## config.mk

```make
export PLATFORM = sky130hd
export DESIGN_NAME = mrm_mode_regs
export DESIGN_NICKNAME = d
export VERILOG_FILES = /design/src/mrm_pkg.sv /design/src/mrm_osc_if.sv /design/src/mrm_dqs_osc.sv /design/src/mrm_access_decode.sv /design/src/mrm_mode_regs.sv
export SDC_FILE = /design/constraint.sdc
export NUM_CORES = 1
export LEC_CHECK = 0
export BUFFER_PORTS_ARGS = -buffer_cell sky130_fd_sc_hd__clkbuf_2
export CAP_MARGIN = 15
export CORE_UTILIZATION = 30
export CTS_CLUSTER_SIZE = 12
export DETAILED_ROUTE_END_ITERATION = 10
export GPL_ROUTABILITY_DRIVEN = 1
export PLACE_DENSITY = 0.59
export SETUP_SLACK_MARGIN = 0.05
export SLEW_MARGIN = 20
export SYNTH_ARGS = -nofsm -noshare
export SYNTH_HDL_FRONTEND = slang
export SYNTH_SLANG_ARGS = --single-unit
```

## constraint.sdc

```tcl
create_clock -name clk -period 2.55 [get_ports clk]
set_input_delay 0.51 -clock clk [delete_from_list [all_inputs] [get_ports clk]]
set_output_delay 0.51 -clock clk [all_outputs]
set_load 0.02 [all_outputs]
```

## src/mrm_pkg.sv

```systemverilog
// Purpose: Shared constants and types for the upper mode-register bank.
// Assumes: Byte-wide mode registers addressed by an 8-bit register address.
// Notes: Every offset, reset value, reserved mask and timing count lives here.
package mrm_pkg;

  // Register addresses.
  localparam logic [7:0] ADDR_CAL_RESET = 8'h0A;
  localparam logic [7:0] ADDR_TERMINATION = 8'h0B;
  localparam logic [7:0] ADDR_CA_VREF = 8'h0C;
  localparam logic [7:0] ADDR_REG_CTRL = 8'h0D;
  localparam logic [7:0] ADDR_DQ_VREF = 8'h0E;
  localparam logic [7:0] ADDR_LB_INV = 8'h0F;
  localparam logic [7:0] ADDR_BANK_MASK = 8'h10;
  localparam logic [7:0] ADDR_SEG_MASK = 8'h11;
  localparam logic [7:0] ADDR_CNT_LOW = 8'h12;
  localparam logic [7:0] ADDR_CNT_HIGH = 8'h13;
  localparam logic [7:0] ADDR_UB_INV = 8'h14;
  localparam logic [7:0] ADDR_VENDOR = 8'h15;
  localparam logic [7:0] ADDR_TERM2 = 8'h16;
  localparam logic [7:0] ADDR_OSC_RUN = 8'h17;
  localparam logic [7:0] ADDR_TRR = 8'h18;
  localparam logic [7:0] ADDR_REPAIR = 8'h19;
  localparam logic [7:0] ADDR_PAT_A = 8'h20;
  localparam logic [7:0] ADDR_PAT_B = 8'h28;

  // Reset values and reserved-bit masks of the readable registers.
  localparam logic [7:0] RST_VREF = 8'h4D;
  localparam logic [7:0] RST_ZERO = 8'h00;
  localparam logic [7:0] RFU_VREF = 8'h80;
  localparam logic [7:0] RFU_NONE = 8'h00;

  // Log2 of the oscillator run-time step, in clock cycles per count of the setting.
  localparam logic [3:0] OSC_STEP_LOG2 = 4'h4;

  // Access class of an address.
  typedef enum logic [1:0] {
    MRM_ACC_NONE = 2'b00,
    MRM_ACC_RO = 2'b01,
    MRM_ACC_WO = 2'b10,
    MRM_ACC_RW = 2'b11
  } mrm_access_t;

  // Register bank state.
  typedef struct packed {
    logic [7:0] cal_reset;
    logic [7:0] termination;
    logic [7:0] ca_vref;
    logic [7:0] reg_ctrl;
    logic [7:0] dq_vref;
    logic [7:0] lb_inv;
    logic [7:0] bank_mask;
    logic [7:0] seg_mask;
    logic [7:0] ub_inv;
    logic [7:0] vendor;
    logic [7:0] term2;
    logic [7:0] osc_run;
    logic [7:0] trr;
    logic [7:0] pat_a;
    logic [7:0] pat_b;
    logic rd_valid;
    logic [7:0] rd_data;
  } mrm_state_t;

  // Strobe oscillator state.
  typedef struct packed {
    logic running;
    logic [11:0] timer;
    logic [15:0] count;
  } mrm_osc_state_t;

endpackage

```

## src/mrm_osc_if.sv

```systemverilog
// Purpose: Carrier between the register bank and the strobe oscillator counter.
// Assumes: Both ends run on the same clock.
// Notes: Start and stop are one-cycle pulses.
`timescale 1ns/1ps
interface mrm_osc_if;
  logic start;
  logic stop;
  logic [7:0] run_time;
  logic [15:0] count;
  logic running;

  modport ctrl (output start, output stop, output run_time, input count, input running);
  modport osc (input start, input stop, input run_time, output count, output running);
endinterface // mrm_osc_if

```

## src/mrm_dqs_osc.sv

```systemverilog
// Purpose: Strobe interval-oscillator counter with run-time stop.
// Assumes: A run-time setting of zero means run until an explicit stop.
// Notes: The count saturates rather than wrapping, so a long run never reads short.
`timescale 1ns/1ps
module mrm_dqs_osc (
  // Clock and reset
  input wire logic clk,
  input wire logic arst_n,
  // Control and count
  mrm_osc_if.osc osc
);

  mrm_pkg::mrm_osc_state_t st;
  mrm_pkg::mrm_osc_state_t next_st;
  logic [11:0] limit;

  ////////////////////////////////////////////////////////////////////////////////
  // Next state. A start restarts the count even if a stop arrives alongside.
  always_comb begin
    limit = {osc.run_time, 4'h0} >> (4'h4 - mrm_pkg::OSC_STEP_LOG2);
    next_st = st;
    if (osc.start) begin
      next_st.running = 1'b1;
      next_st.timer = 12'h000;
      next_st.count = 16'h0000;
    end else if (st.running) begin
      next_st.timer = st.timer + 12'h001;
      if (st.count != 16'hFFFF) begin
        next_st.count = st.count + 16'h0001;
      end
      if (osc.stop || (osc.run_time != 8'h00 && next_st.timer == limit)) begin
        next_st.running = 1'b0;
      end
    end
  end

  // State register.
  always_ff @(posedge clk or negedge arst_n) begin
    if (!arst_n) begin
      st <= '0;
    end else begin
      st <= next_st;
    end
  end

  assign osc.count = st.count;
  assign osc.running = st.running;
endmodule // mrm_dqs_osc

```

## src/mrm_access_decode.sv

```systemverilog
// Purpose: Classify a mode-register address and give its reserved-bit mask.
// Assumes: Addresses outside the known set are reserved or not to be used.
// Notes: Purely combinational.
`timescale 1ns/1ps
module mrm_access_decode (
  // Address in
  input wire logic [7:0] addr,
  // Classification out
  output mrm_pkg::mrm_access_t access,
  output logic [7:0] rfu_mask
);

  // Address map lookup.
  always_comb begin
    rfu_mask = mrm_pkg::RFU_NONE;
    case (addr)
      mrm_pkg::ADDR_CA_VREF, mrm_pkg::ADDR_DQ_VREF: begin
        access = mrm_pkg::MRM_ACC_RW;
        rfu_mask = mrm_pkg::RFU_VREF;
      end
      mrm_pkg::ADDR_TRR: begin
        access = mrm_pkg::MRM_ACC_RW;
      end
      mrm_pkg::ADDR_CNT_LOW, mrm_pkg::ADDR_CNT_HIGH, mrm_pkg::ADDR_REPAIR: begin
        access = mrm_pkg::MRM_ACC_RO;
      end
      mrm_pkg::ADDR_CAL_RESET, mrm_pkg::ADDR_TERMINATION, mrm_pkg::ADDR_REG_CTRL,
      mrm_pkg::ADDR_LB_INV, mrm_pkg::ADDR_BANK_MASK, mrm_pkg::ADDR_SEG_MASK,
      mrm_pkg::ADDR_UB_INV, mrm_pkg::ADDR_VENDOR, mrm_pkg::ADDR_TERM2,
      mrm_pkg::ADDR_OSC_RUN, mrm_pkg::ADDR_PAT_A, mrm_pkg::ADDR_PAT_B: begin
        access = mrm_pkg::MRM_ACC_WO;
      end
      default: begin
        access = mrm_pkg::MRM_ACC_NONE;
      end
    endcase
  end

endmodule // mrm_access_decode

```

## src/mrm_mode_regs.sv

```systemverilog
// Purpose: Upper mode-register bank, 0Ah to 3Fh, written and read by command.
// Assumes: Write and read strobes come from the command decoder on clk.
// Notes: Read data appears one cycle after the read strobe.
`timescale 1ns/1ps
module mrm_mode_regs (
  // Clock and reset
  input wire logic clk,
  input wire logic arst_n,
  // Register command
  input wire logic mrw_valid,
  input wire logic mrr_valid,
  input wire logic [7:0] mr_addr,
  input wire logic [7:0] mr_wdata,
  // Read return
  output logic rd_valid,
  output logic [7:0] rd_data,
  // Oscillator commands and repair status
  input wire logic osc_start,
  input wire logic osc_stop,
  input wire logic [7:0] repair_resources,
  // Register contents to the device
  output logic [7:0] io_calibration_reset,
  output logic [7:0] termination_setting,
  output logic [7:0] command_bus_reference_level,
  output logic [7:0] register_control,
  output logic [7:0] data_bus_reference_level,
  output logic [7:0] lower_byte_cal_invert,
  output logic [7:0] self_refresh_bank_mask,
  output logic [7:0] self_refresh_segment_mask,
  output logic [7:0] upper_byte_cal_invert,
  output logic [7:0] vendor_use,
  output logic [7:0] termination_feature_two,
  output logic [7:0] strobe_osc_run_time,
  output logic [7:0] row_hammer_control,
  output logic [7:0] cal_pattern_a,
  output logic [7:0] cal_pattern_b
);

  mrm_pkg::mrm_state_t st;
  mrm_pkg::mrm_state_t next_st;
  mrm_pkg::mrm_access_t access;
  logic [7:0] rfu_mask;
  logic [7:0] read_value;
  logic [15:0] osc_count;
  logic wr_ok;

  mrm_osc_if osc_bus ();

  ////////////////////////////////////////////////////////////////////////////////
  // Address classification.
  mrm_access_decode u_decode (
    .addr(mr_addr),
    .access(access),
    .rfu_mask(rfu_mask)
  );

  // Strobe oscillator counter.
  mrm_dqs_osc u_osc (
    .clk(clk),
    .arst_n(arst_n),
    .osc(osc_bus)
  );

  // Oscillator control comes straight from the command strobes so a start
  // is never delayed behind a register write in the same cycle.
  assign osc_bus.start = osc_start;
  assign osc_bus.stop = osc_stop;
  assign osc_bus.run_time = st.osc_run;
  assign osc_count = osc_bus.count;

  ////////////////////////////////////////////////////////////////////////////////
  // Read value before reserved-bit clearing.
  always_comb begin
    read_value = 8'h00;
    case (mr_addr)
      mrm_pkg::ADDR_CA_VREF: begin
        read_value = st.ca_vref;
      end
      mrm_pkg::ADDR_DQ_VREF: begin
        read_value = st.dq_vref;
      end
      mrm_pkg::ADDR_TRR: begin
        read_value = st.trr;
      end
      mrm_pkg::ADDR_CNT_LOW: begin
        read_value = osc_count[7:0];
      end
      mrm_pkg::ADDR_CNT_HIGH: begin
        read_value = osc_count[15:8];
      end
      mrm_pkg::ADDR_REPAIR: begin
        read_value = repair_resources;
      end
      default: begin
        read_value = 8'h00;
      end
    endcase
  end

  // Writes land only on writable classes; read-only and reserved are dropped.
  // read-only writes ignored
  assign wr_ok = mrw_valid &&
    (access == mrm_pkg::MRM_ACC_WO || access == mrm_pkg::MRM_ACC_RW);

  ////////////////////////////////////////////////////////////////////////////////
  // Next state of the bank.
  always_comb begin
    next_st = st;
    next_st.rd_valid = mrr_valid;
    if (mrr_valid) begin
      if (access == mrm_pkg::MRM_ACC_RO || access == mrm_pkg::MRM_ACC_RW) begin
        next_st.rd_data = read_value & ~rfu_mask;
      end else begin
        next_st.rd_data = 8'h00;
      end
    end
    if (wr_ok) begin
      case (mr_addr)
        mrm_pkg::ADDR_CAL_RESET: begin
          next_st.cal_reset = mr_wdata;
        end
        mrm_pkg::ADDR_TERMINATION: begin
          next_st.termination = mr_wdata;
        end
        mrm_pkg::ADDR_CA_VREF: begin
          next_st.ca_vref = mr_wdata;
        end
        mrm_pkg::ADDR_REG_CTRL: begin
          next_st.reg_ctrl = mr_wdata;
        end
        mrm_pkg::ADDR_DQ_VREF: begin
          next_st.dq_vref = mr_wdata;
        end
        mrm_pkg::ADDR_LB_INV: begin
          next_st.lb_inv = mr_wdata;
        end
        mrm_pkg::ADDR_BANK_MASK: begin
          next_st.bank_mask = mr_wdata;
        end
        mrm_pkg::ADDR_SEG_MASK: begin
          next_st.seg_mask = mr_wdata;
        end
        mrm_pkg::ADDR_UB_INV: begin
          next_st.ub_inv = mr_wdata;
        end
        mrm_pkg::ADDR_VENDOR: begin
          next_st.vendor = mr_wdata;
        end
        mrm_pkg::ADDR_TERM2: begin
          next_st.term2 = mr_wdata;
        end
        mrm_pkg::ADDR_OSC_RUN: begin
          next_st.osc_run = mr_wdata;
        end
        mrm_pkg::ADDR_TRR: begin
          next_st.trr = mr_wdata;
        end
        mrm_pkg::ADDR_PAT_A: begin
          next_st.pat_a = mr_wdata;
        end
        mrm_pkg::ADDR_PAT_B: begin
          next_st.pat_b = mr_wdata;
        end
        default: begin
          next_st.trr = st.trr;
        end
      endcase
    end
  end

  ////////////////////////////////////////////////////////////////////////////////
  // State register. Reference levels reset to their power-up range and value.
  always_ff @(posedge clk or negedge arst_n) begin
    if (!arst_n) begin
      st <= '0;
      st.ca_vref <= mrm_pkg::RST_VREF;
      st.dq_vref <= mrm_pkg::RST_VREF;
      st.rd_data <= mrm_pkg::RST_ZERO;
    end else begin
      st <= next_st;
    end
  end

  // Outputs are taken straight from the state flops.
  assign rd_valid = st.rd_valid;
  assign rd_data = st.rd_data;
  assign io_calibration_reset = st.cal_reset;
  assign termination_setting = st.termination;
  assign command_bus_reference_level = st.ca_vref;
  assign register_control = st.reg_ctrl;
  assign data_bus_reference_level = st.dq_vref;
  assign lower_byte_cal_invert = st.lb_inv;
  assign self_refresh_bank_mask = st.bank_mask;
  assign self_refresh_segment_mask = st.seg_mask;
  assign upper_byte_cal_invert = st.ub_inv;
  assign vendor_use = st.vendor;
  assign termination_feature_two = st.term2;
  assign strobe_osc_run_time = st.osc_run;
  assign row_hammer_control = st.trr;
  assign cal_pattern_a = st.pat_a;
  assign cal_pattern_b = st.pat_b;
endmodule // mrm_mode_regs

```

* Word level (Yosys, flattened, before mapping)
Index checks and enable logic that the tools add are counted.
Word-level totals: flip-flop bits (word level) 158, output and inout port bits 129, word-level logic and storage cells 83
Cells by class: bitwise logic cells 2, muxes and demuxes 8, $add $sub $neg 2, equal/unequal tests 23, reductions and logical operators 28
Operator list (count):
- 8-bit by 5-bit == test with 1-bit output, second input constant | 10
- 29-bit two-way mux | 2
- 8-bit by 4-bit == test with 1-bit output, second input constant | 6
- 8-bit one-hot mux with 6 select lines | 1
- 2-bit AND reduction | 16
- 16-bit by 1-bit adder with 16-bit output, second input constant | 1
- 8-bit by 6-bit == test with 1-bit output, second input constant | 2
- 16-bit two-way mux | 1
- 8-bit two-way mux | 2
- 16-bit inequality test, second input constant | 1
- 12-bit by 1-bit adder with 12-bit output, second input constant | 1
- 12-bit == test | 1
- 12-bit OR reduction | 1
- 8-bit AND | 1
- 8-bit inverter | 1
- 8-bit nonzero test | 1
- 2-bit one-hot mux with 3 select lines | 1
- 3-bit OR reduction | 2
- 2-bit == test, second input constant | 2
- 2-bit nonzero test | 2
- 1-bit logical OR | 3
- 2-bit by 1-bit == test with 1-bit output, second input constant | 1
- 1-bit logical AND | 2
- 2-bit OR reduction | 1
- 1-bit two-way mux | 1

* Logic depth before layout (Yosys ltp)
word-level depth 7, mapped depth 7, mapped depth without buffers 6

* Hierarchy
From an unflattened synthesis, not the netlist that was laid out.
Second synthesis, totals: cells, all modules 619, area, all modules 7562.3 um2
Modules (own cells, without submodules):
- mrm_mode_regs | area an instance 5506.5 um2, cells an instance 378, instances 1, sequential area each 3238.1 um2
- mrm_dqs_osc | area an instance 1900.6 um2, cells an instance 218, instances 1, sequential area each 725.7 um2
- mrm_access_decode | area an instance 155.1 um2, cells an instance 23, instances 1, sequential area each 0.0 um2

* Worst setup path before layout
OpenSTA, ideal clock, no wires.
kind input to register, start point input port mr_addr[1], end point register st (netlist bit io_calibration_reset[0]), slack 0.630 ns, cell stages on the path 5, arrival time 1.795 ns, buffers on the path 2, required time 2.425 ns, cells stage by stage clkbuf_1 nand2b_1 or2_2 clkbuf_1 mux2_2
Between the ends: word-level cells in the longest chain between the ends 7, elaborated cells on any way between the ends 27, those cells by class 20 x eq/ne; 1 x mux; 6 x reduce/logical
Ends and longest elaborated chain:
- start, declared | line mrm_mode_regs.sv:12 | input wire logic [7:0] mr_addr,
- 8-bit by 4-bit == test with 1-bit output, or another cell as far along | line mrm_access_decode.sv:16, mrm_mode_regs.sv:118
- 12-bit OR reduction, or another cell as far along | line mrm_access_decode.sv:16 | case (addr)
- 2-bit one-hot mux with 3 select lines | line mrm_access_decode.sv:16
- 2-bit == test | line mrm_mode_regs.sv:103 | (access == mrm_pkg::MRM_ACC_WO || access == mrm_pkg::MRM_ACC_RW);
- 1-bit logical OR | line mrm_mode_regs.sv:103
- 1-bit logical AND | line mrm_mode_regs.sv:102 | assign wr_ok = mrw_valid &&
- 2-bit AND reduction (no source line) (*)
- end signal, assigned | line mrm_mode_regs.sv:180 | st <= next_st;
- end, declared | line mrm_mode_regs.sv:39 | mrm_pkg::mrm_state_t st;
Every way passes the cells marked *; elsewhere a longest branch is shown, timed or not. A chain may end at the register's enable or synchronous reset.

* Worst setup path in the final report
start point register u_osc.st (netlist bit u_osc.osc.count[0]), end point register u_osc.st (netlist bit u_osc.osc.count[9])
Between the ends: word-level cells in the longest chain between the ends 4, elaborated cells on any way between the ends 7, those cells by class 1 x add/sub; 1 x eq/ne; 3 x mux; 2 x reduce/logical
Ends and longest elaborated chain:
- start, declared | line mrm_dqs_osc.sv:13 | mrm_pkg::mrm_osc_state_t st;
- start signal, assigned | line mrm_dqs_osc.sv:42 | st <= next_st;
- 16-bit by 1-bit adder with 16-bit output | line mrm_dqs_osc.sv:29 | next_st.count = st.count + 16'h0001;
- 16-bit two-way mux | line mrm_dqs_osc.sv:28 | if (st.count != 16'hFFFF) begin
- 29-bit two-way mux | line mrm_dqs_osc.sv:26 | end else if (st.running) begin
- 29-bit two-way mux | line mrm_dqs_osc.sv:22 | if (osc.start) begin
Parallel ways exist; a longest one is shown, timed or not. The select of a mux whose other input is x is not followed.

==> metrics.md <==
| Metric | Value |
|---|---|
| Status | `finished clean` |
| Hold Path Class | `input port to asynchronous set/reset pin` |
| Crit share post-route | `81.9%` |
| Clk_skew | `0.00483 ns` |
| Total wire length | `18900 um` |
| Routed length per instance | `18.0 um` |
| Worst EP arrival | `approximately 2.4 ns` |
| All-Layer GR Usage | `roughly 16%` |
| Req. time, crit path | `roughly 2.9 ns` |
| Worst setup path startpoint | `u_osc.osc.count[0]` |
| Largest net degree at the start of global routing | `61` |
| Fin. max-slew vios | `0` |
| Area share of the largest cell type after synthesis | `between 50% and 60%` |
| Synth Area in Compound Gates | `7.07%` |
| Cell internal pwr | `4470 uW` |
| Ys Warns | `0` |
| Cts hold-fix bufs | `0` |
| Post-synth ARST share | `100%` |
| Number of global-route vias before repair | `about 5200` |
| Remaining global-route overflow | `0` |
| Ports | `around 160` |
| Final antenna-violating net count | `0` |
| 1st-iter DRT viols | `262` |
| #FFs+latches synth | `158` |
| Clock buffer depth | `2` |
| Port Buffers | `158` |
| Worst Setup End Kind | `register` |
| ANT cells | `0` |
| Register area share after synthesis | `56.0%` |
| Post-Synthesis Net Count | `596` |
| Worst skew pair latency | `0.42 ns` |
| Chip Width | `roughly 160 um` |
| Die area | `0.0242 mm^2` |
| Global-route wire length before repair | `slightly below 30000 um` |
| Area leader, netlist | `dfrtp_1` |
| Max Fanout on Critical Path | `7` |
| Most frequent cells after synthesis | `150 x dfrtp_1, 120 x mux2_2, 37 x nor2_1` |
| H-tree Lvls | `4` |
| XOR/XNOR Fraction of Synth Area | `under 10%` |
| Peak supply drop | `0.421 mV` |
| Final setup viols | `0` |
| Share of cells above drive strength 1 | `47.1%` |
| Post-synthesis cell count | `563` |
| DP HPWL | `between 10000 and 15000 um` |
| Synth Cell Area | `0.00708 mm^2` |
| Setup Buffers After CTS | `0` |
| Top_reg_cell synth | `dfrtp_1` |
| Netlist cell types | `54` |
| Critical Path Slowest Stage Cell | `or3_1` |
| RePlAce Congestion | `0.862` |
| RSZ-0062 raised after global routing | `false` |
| Cts bufs inserted | `17` |
| Clock power frac | `45.0%` |
| PwrDens | `672 mW/mm^2` |
| Row Count | `55` |
| Post-Synth Adder-Cell Area | `0.530%` |
| Slew Limit Headroom | `62.5%` |
| Core Box Area | `0.0229 mm^2` |
| Leakage | `0.00440 uW` |
| Minimum clock period | `2.09 ns` |
| Worst-path cell chain | `ha_1, nand2_1, or3_1, o21ai_4, a2111oi_0, o211a_1` |
| Post-synthesis mux area share | `about 19%` |
| Vias | `5129` |
| Kind of critical path | `register to register` |
| Largest family of logic cells by synthesized area | `multiplexers` |
| DR DRC count | `0` |
| Max Fclk | `between 0.4 and 0.5 GHz` |
| Comb power frac | `9.6%` |
| Count leader, synth | `dfrtp_1` |
| Post-route setup TNS | `0 ns` |
| Worst-path clk slew | `0.06 ns` |
| Drt first pass iters | `6` |
| Post-synth EDFFs | `0` |
| Post-cts sizing count | `0` |
| Die height | `between 150 and 200 um` |
| Seq pwr share | `a little under half` |
| Startpoint types | `register` |
| Max-Cap Viols | `0` |
| NetSw | `1500 uW` |
| Worst r2r src | `u_osc.osc.count[0]` |
| Area Growth Syn to Fin | `25.5%` |
| Synth Area in Simple Gates | `11.9%` |
| CTS tree | `done` |
| Final hold viol count | `0` |
| Mean Syn Cell Area | `about 13 um^2` |
| Final core utilization | `38.8%` |
| Via/cell ratio | `4.88` |
| Clock Sink Count | `approximately 160` |
| Switch share | `25.1%` |
| Worst-Margin Slew | `around 0.56 ns` |
| Initial Util | `a little under a third` |
| Synth top area cells | `dfrtp_1 53%, mux2_2 19%, dfstp_2 3.0%` |
| Total Nets Final | `757` |
| CP delay by family, top | `compound AO/OA/AOI/OAI gates` |
| Worst path bufs/invs | `0` |
| Initial antenna violation count | `0` |
| Root Buffer | `clkbuf_16` |
| Slowest stage delay, CP | `0.53 ns` |
-- registers in the layout, summed over array words and instances (netlist names) --
name,count
u_osc.st,12
command_bus_reference_level,8
strobe_osc_run_time,8
row_hammer_control,8
lower_byte_cal_invert,8
u_osc.osc.running,1
register_control,8
io_calibration_reset,8
data_bus_reference_level,8
upper_byte_cal_invert,8
termination_feature_two,8
vendor_use,8
u_osc.osc.count,16
termination_setting,8
cal_pattern_a,8
cal_pattern_b,8
rd_data,8
self_refresh_bank_mask,8
rd_valid,1
self_refresh_segment_mask,8
-- through the flow --
stage / hold WS, ns / setup WS [ns] / power [uW] / cells / area (um^2)
floorplan: 0.214 / 0.630 / 3050 / 563 / 7080
global placement: 0.488 / 0.313 / 3330 / 1018 / 8270
detailed placement: 0.492 / 0.375 / 3340 / 1018 / 8270
CTS: 0.0599 / 0.474 / 6030 / 1050 / 8890
global route: 0.0776 / 0.326 / 6190 / 1050 / 8890
finish: 0.0359 / 0.462 / 5970 / 1050 / 8890
-- cell usage in the layout (no fill, tap or decap), drive strengths merged, types with 8 or more instances in the layout --
master,synthesis,routed
a21oi,9,9
a221oi,8,8
a31oi,12,12
and3,10,10
buf,8,15
clkbuf,22,176
dfrtp,150,150
dfstp,8,8
mux2,120,120
nand2,32,32
nand3,16,16
nand4,9,9
nor2,42,42
nor3,9,9
nor4,9,9
xnor2,15,15
xor2,11,11
-- worst register-to-register path, stage by stage, from the launching register on --
cell,delay (ns)
dfrtp_1,0.43
ha_1,0.24
nand2_1,0.11
or3_1,0.53
o21ai_4,0.30
a2111oi_0,0.15
o211a_1,0.22
-- final timing paths --
path                       depth (start not counted)  slack [ns]                              to
setup / recovery                                   6        0.46              u_osc.osc.count[9]
hold / removal                                     1        0.04                cal_pattern_b[1]
setup reg to reg                                   6        0.46              u_osc.osc.count[9]
hold reg to reg                                    1        0.50        upper_byte_cal_invert[5]
max in group asynchronous                          2        1.76  command_bus_reference_level[2]
min in group clk                                   1        0.37                        rd_valid
-- cell type report --
type                       instances  area (um^2)
fill                            2231        14000
inverter                           4         15.0
multi-input combinational        371         2980
clock buffer                      19          433
sequential                       158         3960
timing repair buffer             172          915
clock inverter                    13          188
tap                              313          392
-- logic make-up (layout without fill, tap and decap cells) --
logic type	count (synthesis)	after routing
DFF	158	158
and+or+nand+nor	154	154
muxes	122	122
AOI/OAI and AO/OA	66	66
buffers and inverters	34	208
xor gates and xnor gates	26	26
adders and majority gates	3	3
-- per-layer routing --
layer  track usage, %  part of all wire [%]
met5                0                     0
met4             5.23                   1.4
met3             5.31                   6.7
met2             25.0                    47
met1             20.9                    45
-- power groups by stage --
stage / sequential [uW] / clock (uW) / combinational [uW]
final: 2710 / 2690 / 571
after global routing: 2730 / 2840 / 621
after CTS: 2710 / 2740 / 581
after detailed placement: 2760 / 0 / 579
after global placement: 2750 / 0 / 575
after floorplan: 2860 / 0 / 192
(Power assumes the default switching activity.)
